`config.mk`:
```
export PLATFORM = sky130hd
export DESIGN_NAME = btb_unit
export DESIGN_NICKNAME = d
export VERILOG_FILES = /design/src/btb_pkg.sv /design/src/btb_unit.sv
export SDC_FILE = /design/constraint.sdc
export NUM_CORES = 1
export LEC_CHECK = 0
export BUFFER_PORTS_ARGS = -buffer_cell sky130_fd_sc_hd__buf_2
export CELL_PAD_IN_SITES_DETAIL_PLACEMENT = 1
export CELL_PAD_IN_SITES_GLOBAL_PLACEMENT = 2
export CORE_MARGIN = 5
export CORE_UTILIZATION = 31
export DETAILED_ROUTE_END_ITERATION = 10
export PLACE_DENSITY_LB_ADDON = 0.2
export RECOVER_POWER = 100
export SETUP_SLACK_MARGIN = 0.02
export SLEW_MARGIN = 20
export SYNTH_ARGS = -nofsm -noshare
export SYNTH_HDL_FRONTEND = slang
export SYNTH_SLANG_ARGS = --single-unit
```
`constraint.sdc`:
```
create_clock -name i_clk_sys -period 4.7 [get_ports i_clk_sys]
set_clock_uncertainty 0.15 [all_clocks]
set_input_delay 0.47 -clock i_clk_sys [delete_from_list [all_inputs] [get_ports i_clk_sys]]
set_output_delay 0.47 -clock i_clk_sys [all_outputs]
set_load 0.05 [all_outputs]
```
`src/btb_pkg.sv`:
```
// Purpose: Shared constants and types for the bit test branch unit
// Assumes: 16-bit data words, 16-bit program counter
// Notes:   Cycle figures are oscillator cycles of the core clock
`default_nettype none
package btb_pkg;
    localparam int unsigned DATA_W         = 16;
    localparam int unsigned ADDR_W         = 16;
    localparam int unsigned OFFS_W         = 7;
    localparam int unsigned SHORT_W        = 6;
    localparam int unsigned REGF_W         = 5;
    localparam logic [7:0]  CYC_FAST_TAKEN = 8'h0a;
    localparam logic [7:0]  CYC_FAST_FALL  = 8'h08;
    localparam logic [7:0]  CYC_SLOW_TAKEN = 8'h0c;
    localparam logic [7:0]  CYC_SLOW_FALL  = 8'h0a;
    localparam logic [1:0]  WORDS_SHORT    = 2'h2;
    localparam logic [1:0]  WORDS_LONG     = 2'h3;
    localparam logic [15:0] IO_BASE        = 16'hffc0;
    localparam logic [4:0]  REG_HW_STACK   = 5'h1f;
    localparam logic [15:0] PC_RESET       = 16'h0000;

    typedef enum logic [2:0]
    {
        MODE_REG,
        MODE_INDEX,
        MODE_STACK,
        MODE_ABS_SHORT,
        MODE_IO_SHORT,
        MODE_ABS_LONG
    } btb_mode_type;

    typedef struct packed
    {
        logic                    all_one_op;
        btb_mode_type            mode;
        logic [DATA_W-1:0]       byte_select_immediate;
        logic [REGF_W-1:0]       register_operand_field;
        logic [SHORT_W-1:0]      short_addr;
        logic [ADDR_W-1:0]       long_addr;
        logic [OFFS_W-1:0]       branch_offset_field;
    } btb_instr_type;

    typedef struct packed
    {
        logic              valid;
        logic              carry;
        logic              limit;
        logic              taken;
        logic [ADDR_W-1:0] pc;
    } btb_result_type;
endpackage : btb_pkg
`default_nettype wire

```
`src/btb_unit.sv`:
```
// Behaviour
// RQ1: All-zero op: masked bits all clear sets carry and branches.
// RQ2: All-zero op: any masked bit one clears carry, falls through.
// RQ3: All-one op: masked bits all set sets carry and branches.
// RQ4: All-one op: any masked bit zero clears carry, falls through.
// RQ5: Tested bits chosen by eight-bit mask, one bit selects.
// RQ6: Mask is 16-bit with one byte all zero; one lane tested.
// RQ7: Empty mask sets carry and branches unconditionally.
// RQ8: Taken branch loads PC plus displacement.
// RQ9: Displacement is a 7-bit PC-relative field.
// RQ10: Displacement sign-extended; PC already points past the instruction.
// RQ11: Limit bit set when a saturating accumulator move feeds the test.
// RQ12: Any register operand allowed except the hardware return stack.
// RQ13: Six operand forms: register, indexed, stack, short, io, long.
// RQ14: Absolute short form carries a 6-bit data address.
// RQ15: I/O short form carries a 6-bit peripheral address.
// RQ16: Taken costs 10 fast-form cycles, 12 slow-form cycles.
// RQ17: Not taken costs 8 fast-form cycles, 10 slow-form cycles.
// RQ18: Two program words, three for absolute long.
// Purpose: Executes the two bit-test-and-branch instructions
// Assumes: Memory answers combinationally while o_mem_rd is high; one issue at a time
// Notes:   o_done pulses when the instruction's full cycle budget has elapsed
`timescale 1ns/1ps
`default_nettype none
module btb_unit
    import btb_pkg::*;
(
    input  wire logic                i_clk_sys,
    input  wire logic                i_rst,
    input  wire logic                i_start,
    input  wire btb_instr_type       i_instr,
    input  wire logic [ADDR_W-1:0]   i_pc,
    input  wire logic [ADDR_W-1:0]   i_index_pointer_two,
    input  wire logic [ADDR_W-1:0]   i_stack_ptr,
    input  wire logic [DATA_W-1:0]   i_reg_data,
    input  wire logic                i_reg_limited,
    input  wire logic [DATA_W-1:0]   i_mem_data,
    output logic                     o_busy,
    output logic [REGF_W-1:0]        o_reg_sel,
    output logic                     o_mem_rd,
    output logic                     o_mem_io,
    output logic [ADDR_W-1:0]        o_mem_addr,
    output logic                     o_illegal,
    output logic [1:0]               o_words,
    output logic                     o_done,
    output btb_result_type           o_result
);
    typedef enum logic [1:0] {S_IDLE, S_FETCH, S_WAIT} btb_state_type;

    function automatic logic btb_slow(input btb_mode_type m);
        btb_slow = (m == MODE_INDEX) || (m == MODE_STACK) || (m == MODE_ABS_LONG);
    endfunction : btb_slow

    function automatic logic btb_hws(input btb_instr_type ins);
        btb_hws = (ins.mode == MODE_REG) && (ins.register_operand_field == REG_HW_STACK);
    endfunction : btb_hws

    function automatic logic [1:0] btb_words(input btb_mode_type m);
        btb_words = (m == MODE_ABS_LONG) ? WORDS_LONG : WORDS_SHORT;
    endfunction : btb_words

    btb_state_type      state_ff;
    btb_instr_type      instr_ff;
    logic [ADDR_W-1:0]  pc_ff;
    logic [7:0]         cnt_ff;
    logic [7:0]         nxt_cnt;
    logic [DATA_W-1:0]  opnd;
    logic               lim;
    logic               pass;
    logic [ADDR_W-1:0]  offs;
    logic [ADDR_W-1:0]  ea;
    logic [1:0]         words;
    logic               busy;

    assign busy   = (state_ff != S_IDLE);
    assign o_busy = busy;
    assign words  = btb_words(instr_ff.mode); // RQ18
    assign o_words = words;

    // Effective address of the memory forms
    always_comb
    begin
        case (instr_ff.mode) // RQ13
            MODE_INDEX:     ea = i_index_pointer_two + {{(ADDR_W-SHORT_W){1'b0}}, instr_ff.short_addr};
            MODE_STACK:     ea = i_stack_ptr - {{(ADDR_W-SHORT_W){1'b0}}, instr_ff.short_addr};
            MODE_ABS_SHORT: ea = {{(ADDR_W-SHORT_W){1'b0}}, instr_ff.short_addr}; // RQ14
            MODE_IO_SHORT:  ea = IO_BASE | {{(ADDR_W-SHORT_W){1'b0}}, instr_ff.short_addr}; // RQ15
            MODE_ABS_LONG:  ea = instr_ff.long_addr;
            default:        ea = '0;
        endcase
    end

    assign o_reg_sel  = instr_ff.register_operand_field;
    assign o_mem_rd   = (state_ff == S_FETCH) && (instr_ff.mode != MODE_REG);
    assign o_mem_io   = (instr_ff.mode == MODE_IO_SHORT);
    assign o_mem_addr = ea;

    assign opnd = (instr_ff.mode == MODE_REG) ? i_reg_data : i_mem_data;
    assign lim  = (instr_ff.mode == MODE_REG) && i_reg_limited; // RQ11

    // Empty mask passes both ops; the full 16-bit mask is applied, both lanes together
    always_comb
    begin
        if (instr_ff.all_one_op)
            pass = ((opnd & instr_ff.byte_select_immediate) == instr_ff.byte_select_immediate); // RQ3 RQ4 RQ5 RQ6 RQ7
        else
            pass = ((opnd & instr_ff.byte_select_immediate) == '0); // RQ1 RQ2 RQ5 RQ6 RQ7
    end

    assign offs = {{(ADDR_W-OFFS_W){instr_ff.branch_offset_field[OFFS_W-1]}},
                   instr_ff.branch_offset_field}; // RQ9 RQ10

    always_comb
    begin
        if (btb_slow(instr_ff.mode))
            nxt_cnt = pass ? CYC_SLOW_TAKEN : CYC_SLOW_FALL; // RQ16 RQ17
        else
            nxt_cnt = pass ? CYC_FAST_TAKEN : CYC_FAST_FALL; // RQ16 RQ17
    end

    always_ff @(posedge i_clk_sys or posedge i_rst)
    begin
        if (i_rst)
            instr_ff <= '0;
        else if (!busy && i_start)
            instr_ff <= i_instr;
    end

    // PC of the following instruction, captured at issue
    always_ff @(posedge i_clk_sys or posedge i_rst)
    begin
        if (i_rst)
            pc_ff <= PC_RESET;
        else if (!busy && i_start)
            pc_ff <= i_pc + {14'h0000, btb_words(i_instr.mode)}; // RQ10 RQ18
    end

    always_ff @(posedge i_clk_sys or posedge i_rst)
    begin
        if (i_rst)
            o_illegal <= 1'b0;
        else if (!busy && i_start)
            o_illegal <= btb_hws(i_instr); // RQ12
    end

    always_ff @(posedge i_clk_sys or posedge i_rst)
    begin
        if (i_rst)
        begin
            state_ff <= S_IDLE;
            cnt_ff   <= 8'h00;
        end
        else
        begin
            case (state_ff)
                S_IDLE:
                    if (i_start && !btb_hws(i_instr)) // RQ12
                        state_ff <= S_FETCH;
                S_FETCH:
                begin
                    state_ff <= S_WAIT;
                    cnt_ff   <= nxt_cnt - 8'h02;
                end
                S_WAIT:
                    if (cnt_ff == 8'h00)
                        state_ff <= S_IDLE;
                    else
                        cnt_ff <= cnt_ff - 8'h01;
                default:
                    state_ff <= S_IDLE;
            endcase
        end
    end

    // Result captured at the test; published at completion
    btb_result_type res_ff;
    always_ff @(posedge i_clk_sys or posedge i_rst)
    begin
        if (i_rst)
            res_ff <= '0;
        else if (state_ff == S_FETCH)
        begin
            res_ff.valid <= 1'b0;
            res_ff.carry <= pass; // RQ1 RQ2 RQ3 RQ4
            res_ff.limit <= lim; // RQ11
            res_ff.taken <= pass;
            res_ff.pc    <= pass ? pc_ff + offs : pc_ff; // RQ8
        end
    end

    always_ff @(posedge i_clk_sys or posedge i_rst)
    begin
        if (i_rst)
        begin
            o_done   <= 1'b0;
            o_result <= '0;
        end
        else
        begin
            o_done <= (state_ff == S_WAIT) && (cnt_ff == 8'h00);
            if ((state_ff == S_WAIT) && (cnt_ff == 8'h00))
            begin
                o_result       <= res_ff;
                o_result.valid <= 1'b1;
            end
            else
                o_result.valid <= 1'b0;
        end
    end
endmodule : btb_unit
`default_nettype wire

```
* Word level (Yosys, flattened, before mapping)
Index checks and enable logic that the tools add are counted.
Widths: inputs -> output; s select.
** Cells by class
- Add/subtract/negate cells :: 6
- Equal/unequal tests :: 13
- Multiplexer cells :: 15
- Bitwise gates (word level) :: 1
- Reductions and logical operators :: 20
** Operators with widths (count)
- $pmux 16 s5 :: 1
- $mux 16 :: 2
- $add 16x16->16 :: 1
- $add 16x2->16 :: 1
- $add 16x6->16 :: 1
- $and 16x16->16 :: 1
- $eq 16x16->1 :: 1
- $logic_not 16->1 :: 1
- $pmux 8 s2 :: 1
- $sub 16x6->16 :: 1
- $eq 3x3->1 const B :: 3
- $logic_not 8->1 :: 1
- $mux 8 :: 1
- $sub 8x1->8 const B :: 1
- $sub 8x2->8 const B :: 1
- $eq 3x2->1 const B :: 2
- $logic_and 1x1->1 :: 6
- $logic_not 3->1 :: 2
- $mux 2 :: 3
- $mux 3 :: 2
- $ne 2x2->1 const B :: 3
- $pmux 2 s3 :: 1
- $eq 5x5->1 const B :: 1
- $mux 1 :: 4
- 9 further kinds :: 13
** Storage, ports and cells
- Flip-flop bits (word level) :: 119
- Input bits :: 138
- Logic and storage cells :: 74

* Logic depth before layout (Yosys ltp)
Gate-level depths: netlist of run 1.
- Word-level depth :: 9
- Gate-level depth with buffers :: 14
- Mapped depth without buffers :: 12

* Least setup slack after synthesis of run 1
Ideal clock, no wire load.
- Kind :: input to output
- Start :: input i_index_pointer_two[0]
- End :: output o_mem_addr[14]
- Arrival :: 3.429 ns
- Data required time :: 4.080 ns
- Path slack :: 0.651 ns
- Cell stages on the path :: 12
- Path buffers :: 0
- Cell sequence :: ha_1 inv_1 fa_1 nor2b_1 o21ai_0 a21boi_0 o21ai_0 nor2b_1 nor3b_1 xnor2_1 a21oi_1 o32ai_1
** On the way
- Word-level cells in the longest chain between the ends :: 2
** RTL lines
- start, declared :: line btb_unit.sv:33 : input wire logic [ADDR_W-1:0] i_index_pointer_two,
- $add 16x6->16 :: line btb_unit.sv:84 : MODE_INDEX: ea = i_index_pointer_two + {{(ADDR_W-SHORT_W){1'b0}}, instr_ff.short_addr};
- $pmux 16 s5 :: line btb_unit.sv:83 : case (instr_ff.mode)
- end, declared :: line btb_unit.sv:42 : output logic [ADDR_W-1:0] o_mem_addr,
Every way passes these cells.

* Worst setup path after layout of run 1
- Start :: register instr_ff[23] (netlist name)
- End :: output o_mem_addr[14]
** On the way
- Word-level cells in the longest chain between the ends :: 2
** RTL lines
- start, declared :: line btb_unit.sv:63 : btb_instr_type instr_ff;
- start signal, assigned :: line btb_unit.sv:126 : instr_ff <= i_instr;
- $sub 16x6->16 / $add 16x6->16 (equally long branches) :: line btb_unit.sv:85, btb_unit.sv:84
- $pmux 16 s5 (*) :: line btb_unit.sv:83
Every way passes the cells marked *; elsewhere a longest branch is shown, timed or not.

==> results of run 1 <==
-- flip-flops by register name, indices dropped and copies added, names as in the netlist --
name and count:
o_illegal 1, res_ff 18, o_done 1, instr_ff 49, o_reg_sel 5, cnt_ff 8
pc_ff 16, state_ff 2, o_result 18
-- area by class of cell --
cell class | instances | area share
clock buffer | 17 | 0.04727
inverter | 43 | 0.01807
timing repair buffer | 196 | 0.1043
clock inverter | 15 | 0.02141
multi-input combinational | 643 | 0.4360
sequential | 118 | 0.3281
antenna | 2 | 0.0005561
tap | 319 | 0.04435
-- per-stage QoR --
stage,cell area [um2],setup WS (ns)
after global routing,8997,0.1370
after floorplan,7246,0.6505
after CTS,9080,0.4452
final,9000,0.3775
after detailed placement,8452,0.4829
after global placement,8452,0.5879
-- synth_stat cells, types with 4 or more instances --
cell      number
a21o_1         4
a21oi_1       18
a22oi_1        6
a31oi_1       12
and3_1         7
buf_4          9
clkbuf_1      27
dfrtp_1      118
ha_1          33
inv_1         42
mux2_2        30
mux2i_1        7
nand2_1      209
nand2b_1      11
nand3_1       19
nor2_1        61
nor2b_1       10
nor3_1        13
nor3b_1        4
o211ai_1       4
o21a_1         4
o21ai_0       66
o221ai_1       5
o22ai_1        6
o31a_1         4
or3_1          4
or4_1          4
xnor2_1       21
xor2_1        30
-- worst reg2reg max path: cells and delay by family, from the launching register on --
| family | cells | cell delay, ns |
|---|---|---|
| compound gates | 5 | 1.58 |
| simple gates | 2 | 0.59 |
| flops | 1 | 0.56 |
| mux | 2 | 0.52 |
| buf+inv | 1 | 0.32 |
| fa+ha+maj | 1 | 0.29 |
-- path summary, 6_finish.rpt --
| kind | startpoint | endpoint |
|---|---|---|
| max | instr_ff[23] | o_mem_addr[14] |
| min | i_instr[17] | instr_ff[17] |
| max reg2reg | instr_ff[51] | cnt_ff[2] |
| min reg2reg | res_ff[17] | res_ff[17] |
| max in group asynchronous | i_rst | instr_ff[46] |
| min in group asynchronous | i_rst | instr_ff[25] |
-- kinds of logic (layout without fill, tap and decap cells) --
group | after synthesis | in the layout | synth area share
AND/OR/NAND/NOR | 356 | 356 | 0.2129
AO/OA/AOI/OAI | 162 | 162 | 0.1449
flip-flops | 118 | 118 | 0.4075
buffers and inverters | 85 | 271 | 0.05094
XOR/XNOR | 51 | 51 | 0.06165
multiplexers | 37 | 37 | 0.05629
adder cells (fa/ha/maj) | 36 | 36 | 0.06527
other | 1 | 3 | 0.0005175
-- power by group --
group | switching (mW) | leakage, nW | internal [mW]
registers | 0.396 | 1.46 | 1.49
logic | 2.37 | 2.45 | 1.21
clock network | 0.532 | 0.301 | 0.848
total | 3.30 | 4.21 | 3.55
-- cells in the final DEF, fill, tap and decap left out, types with 6 or more instances in the layout --
| cell | instances |
|---|---|
| nor2b_1 | 10 |
| o21ai_0 | 66 |
| nand3_1 | 19 |
| a21oi_1 | 18 |
| inv_1 | 41 |
| xnor2_1 | 21 |
| clkbuf_16 | 17 |
| a31oi_1 | 12 |
| buf_2 | 138 |
| nor2_1 | 61 |
| nand2b_1 | 11 |
| mux2_2 | 28 |
| a22oi_1 | 6 |
| dfrtp_1 | 118 |
| nor3_1 | 13 |
| ha_1 | 33 |
| and3_1 | 7 |
| nand2_1 | 209 |
| xor2_1 | 30 |
| clkbuf_1 | 48 |
| mux2i_1 | 7 |
| o22ai_1 | 6 |
-- timing repair --
action,in CTS,in global routing
hold buffers,1,0
hold endpoints to repair,35,0
endpoints found under the setup margin,0,0
-- metal layers --
metal | wire, um | GRT usage | up-vias
met5 | 97 | 0 | -
met4 | 251 | 0.04041 | 16
met3 | 1405 | 0.05745 | 35
met2 | 10120 | 0.2721 | 136
met1 | 10540 | 0.2324 | 3076
li1 | - | - | 3238
==> results.md, run 1 <==
- Outcome: complete, but fails checks
- Failing checks: capacitance limit, slew limit
- DRT iter0 DRCs: 248
- Clock tree sinks: 118
- Mapped Cells: 846
- I/O Pins: 186
- Yosys cell types: 63
- DIE AREA: 26530 um2
- Setup TNS: 0 ns
- Layout cells sized above 1: 0.2064
- Post-DP HPWL: 17.53 mm
- DRT antenna net count: 0
- Ys Warns: 0
- Peak supply drop: 0.0005944 V
- WP buf/inv: 2
- Cell taking the most area after synthesis: dfrtp_1
- RSZ-0062 raised after global routing: no
- Post-synth EDFFs: 0
- Final Cycle Share: 0.9197
- Wire per inst: 16.57 um
- Worst path depth: 13
- Final hold slack: 0.09055 ns
- Slew of the pin with the lowest slew margin: 2.689 ns
- Core area: 23260 um2
- Asr flop ratio synth: 1.000
- First-pass GRT wire length: 36.69 mm
- Via count: 6501
- CP endpoint kind: output pin
- Placed instance count: 1318
- DR pass1 iterations: 4
- Slew HR: -0.7934
- Worst Path Max Fanout: 5
- Mapped cell area: 7246 um2
- Worst hold path class: in -> reg
- Drt total wl: 22.41 mm
- Pwr Density: 760.1 nW/um2
- Placer Congestion: 0.7885
- Post-synth net total: 1020
- FF+latch count, synth: 118
- Tmin final: 4.322 ns
- Final hold vios: 0
- R2R depth: 11
- Initial antenna violation count: 9
- Type of origin of the critical path: register
- Synth Flop Type: dfrtp_1
- Top post-synthesis cells by area: dfrtp_1 (41%), nand2_1 (11%), ha_1 (5.7%), mux2_2 (4.7%), o21ai_0 (4.6%)
- Routed vias/inst: 4.805
- Fmax: 231.3 MHz
- DRC errors left: 0
- Root buf cell: clkbuf_16
- Number of setup buffers added after CTS: 0
- WS Path Type: reg -> out
- Largest net degree at the start of global routing: 51
- TritonCTS clock tree: yes
- Final nets: 1193
- Setup violations, final: 0
- Non-Filler Instances: 1353
- H-Tree Depth: 4
- Worst-path cell chain: ha_1, inv_1, fa_1, nor2b_1, o21ai_0, a21boi_0, o21ai_0, nor2b_1, nor3b_1, xnor2_1, a21oi_1, o32ai_1, clkbuf_1
- Worst Path Arrival: 3.70 ns
- FP Rows: 56
- Hold Path Stages: 3
- Max-slew violations: 89
- Mean Syn Cell Area: 8.565 um2
- Multi-input gate area: 3924 um2
- Starting Density: 0.3115
- Max incr delay on CP: 0.50 ns
- GR Overflow Total: 0
- # resized after CTS: 0
- Num CTS Buffers: 17
- Worst Path Required: 4.08 ns
- CTS max path bufs: 2
- Reg2Reg Setup Slack: 0.54 ns
- Layout fillers: 2862
- Util after Layout: 0.3869
- Max-Cap Viols: 2
- Die height: 162.9 um
- CP max stage cell: clkbuf_1
- Sequential cell area fraction in the yosys report: 0.4075
- Chip width: 162.9 um
- Clock Latency Late Sink: 0.42 ns
- # port buffers: 184
- Final Power: 6.841 mW
- Vias in the first global route: 7006
- CTS clk-pin slew, worst paths: 0.06 ns
- GRT Overall Usage: 0.1732
- Synth top area share: 0.4075
- Leakage Power: 4.208 nW
- Area grow syn2layout: 24.21%
- Largest delay contributor family on the critical path: compound AO/OA/AOI/OAI gates
- Register Area: 2953 um2
Note: power is estimated with default switching activity, not from simulation.
==> inputs of run 2 (changes only) <==
--- a/config.mk
+++ b/config.mk
@@ -11,8 +11,8 @@
 export CORE_MARGIN = 5
 export CORE_UTILIZATION = 31
 export DETAILED_ROUTE_END_ITERATION = 10
+export GPL_ROUTABILITY_DRIVEN = 0
 export PLACE_DENSITY_LB_ADDON = 0.2
-export RECOVER_POWER = 100
 export SETUP_SLACK_MARGIN = 0.02
 export SLEW_MARGIN = 20
 export SYNTH_ARGS = -nofsm -noshare
==> run 2 against run 1 <==
Net effect:
- the flow now finishes without violations
- sequential power about the same
- first-iteration DRC count rose by 12%
- cell area is 0.95% higher
- global-route usage did not move
- critical path type unchanged
- largest power group unchanged
- highest routed layer unchanged
==> results.md, run 2 (same netlist as run 1, synthesis figures left out) <==
- Outcome: finished, final reports clean
- Largest registers: instr_ff x49, o_result x18, res_ff x18
- Drt total wl: 22.38 mm (-0.17%)
- CP endpoint kind: output pin
- Num CTS Buffers: 17 (unchanged)
- Final hold slack: 0.09189 ns (+0.001341 ns)
- DRT iter0 DRCs: 278 (+12%)
- Register Area: 2953 um2 (unchanged)
- Fmax: 235.7 MHz (+1.9%)
- Most flop-heavy register: instr_ff
- Most frequent cells in the layout: nand2_1 (208), buf_2 (184), dfrtp_1 (118)
- DR pass1 iterations: 4 (unchanged)
- Reg2reg end: cnt_ff[2]
- Non-Filler Instances: 1353 (unchanged)
- Chip width: 162.9 um (unchanged)
- Most common cell after layout, fill and taps aside: nand2_1
- Slew of the pin with the lowest slew margin: 0.9709 ns (-1.718 ns)
- Leakage Power: 4.386 nW (+4.2%)
- R2R depth: 11 (unchanged)
- Final nets: 1193 (unchanged)
- DRT antenna net count: 0 (unchanged)
- Via count: 6491 (-0.15%)
- Layout fillers: 2833 (-1.0%)
- FP Rows: 56 (unchanged)
- Slew HR: 0.3527 (+1.146)
- Largest net degree at the start of global routing: 51 (unchanged)
- Hold Path Stages: 3 (unchanged)
- Reg-to-Reg Start: instr_ff[51]
- Core area: 23260 um2 (unchanged)
- Initial antenna violation count: 9 (unchanged)
- # resized after CTS: 0 (unchanged)
- RSZ-0062 raised after global routing: no
- Final hold vios: 0 (unchanged)
- Setup violations, final: 0 (unchanged)
- Placed instance count: 1318 (unchanged)
- Util after Layout: 0.3905 (+0.003657)
- Setup TNS: 0 ns (unchanged)
- Clock Latency Late Sink: 0.42 ns (about the same)
- I/O Pins: 186 (unchanged)
- Final Cycle Share: 0.9027 (-0.01699)
- Area grow syn2layout: 25.38%
- Reg2Reg Setup Slack: 0.53 ns (about the same)
- Worst Path Arrival: 3.62 ns (-0.08 ns)
- Min-delay src: i_instr[17]
- Tmin final: 4.243 ns (-0.07986 ns)
- TritonCTS clock tree: yes
- DIE AREA: 26530 um2 (unchanged)
- H-Tree Depth: 4 (unchanged)
- CTS clk-pin slew, worst paths: 0.06 ns (about the same)
- Root buf cell: clkbuf_16
- Final Power: 6.905 mW (+0.93%)
- Max-Cap Viols: 0 (-2)
- First-pass GRT wire length: 36.69 mm (unchanged)
- Peak supply drop: 0.0006168 V (+3.8%)
- Number of setup buffers added after CTS: 0 (unchanged)
- Max FFs per register: 49 (unchanged)
- Die height: 162.9 um (unchanged)
- Vias in the first global route: 7006 (unchanged)
- Layout cells sized above 1: 0.2578 (+0.05136)
- DRC errors left: 0 (unchanged)
- CTS max path bufs: 2 (unchanged)
- Post-DP HPWL: 17.53 mm (unchanged)
- GR Overflow Total: 0 (unchanged)
- Hold Path Sink: instr_ff[17]
- Worst Path Max Fanout: 6 (+1)
- Worst Path Required: 4.08 ns (about the same)
- Max-slew violations: 0 (-100%)
- GRT Overall Usage: 0.1732 (unchanged)
- # port buffers: 184 (unchanged)
- Starting Density: 0.3115 (unchanged)
- Wire per inst: 16.54 um (-0.17%)
- Multi-input gate area: 3933 um2 (+0.22%)
- Type of origin of the critical path: register
- Clock tree sinks: 118 (unchanged)
- Routed vias/inst: 4.797 (-0.15%)
- WS Path Type: reg -> out
- Worst hold path class: in -> reg
- Pwr Density: 760.0 nW/um2 (about the same)
-- run 2: area by class of cell --
type / instances / share of cell area
Antenna cell: 2 / 0.0005509
Inverter: 43 / 0.01804
Timing Repair Buffer: 196 / 0.1116
Multi-Input combinational cell: 643 / 0.4329
Tap cell: 319 / 0.04393
Clock buffer: 17 / 0.04683
Sequential cell: 118 / 0.3250
Clock inverter: 15 / 0.02121
-- run 2: how the worst max path moves through the flow --
stage,startpoint,endpoint,slack [ns],cells past startpoint
2_1_floorplan,i_index_pointer_two[0],o_mem_addr[14],0.65,12
3_3_place_gp,instr_ff[51],cnt_ff[2],0.59,11
4_1_cts,instr_ff[24],o_mem_addr[13],0.45,12
6_report,instr_ff[24],o_mem_addr[13],0.46,12
3_5_place_dp,instr_ff[51],cnt_ff[2],0.48,11
5_1_grt,instr_ff[24],o_mem_addr[13],0.16,12
-- run 2: timing repair --
action	CTS	global route
endpoints found under the setup margin	0	0
hold buffers	1	0
hold endpoints to repair	35	0
-- run 2: metrics by stage --
| stage | worst slack (ns) | instance area [um2] |
|---|---|---|
| floorplan | 0.6505 | 7246 |
| global placement | 0.5879 | 8452 |
| detailed placement | 0.4829 | 8452 |
| CTS | 0.4452 | 9080 |
| global route | 0.1616 | 9082 |
| finish | 0.4574 | 9085 |
-- run 2: layer usage --
metal,vias up,global-route usage,share of wire
met3,36,0.05745,0.062
met2,139,0.2721,0.45
met5,-,0,0.0049
met4,16,0.04041,0.011
met1,3062,0.2324,0.47
li1,3238,-,-
-- run 2: where the power goes --
group / total [mW] / leakage, nW / switching (mW) / internal (mW)
sequential: 1.88 / 1.46 / 0.393 / 1.49
clock: 1.38 / 0.301 / 0.534 / 0.848
combinational: 3.64 / 2.63 / 2.37 / 1.27
total: 6.90 / 4.39 / 3.29 / 3.61
-- run 2: worst max-delay path: stages, from the launching register on --
cell and delay (ns):
dfrtp_1 0.42, inv_1 0.14, ha_1 0.24, nor2b_1 0.13
o21ai_0 0.21, a21boi_0 0.16, o21ai_0 0.26, a21boi_0 0.31
a2111oi_0 0.61, xor2_1 0.24, nand2_1 0.07, o221ai_1 0.11
buf_2 0.31
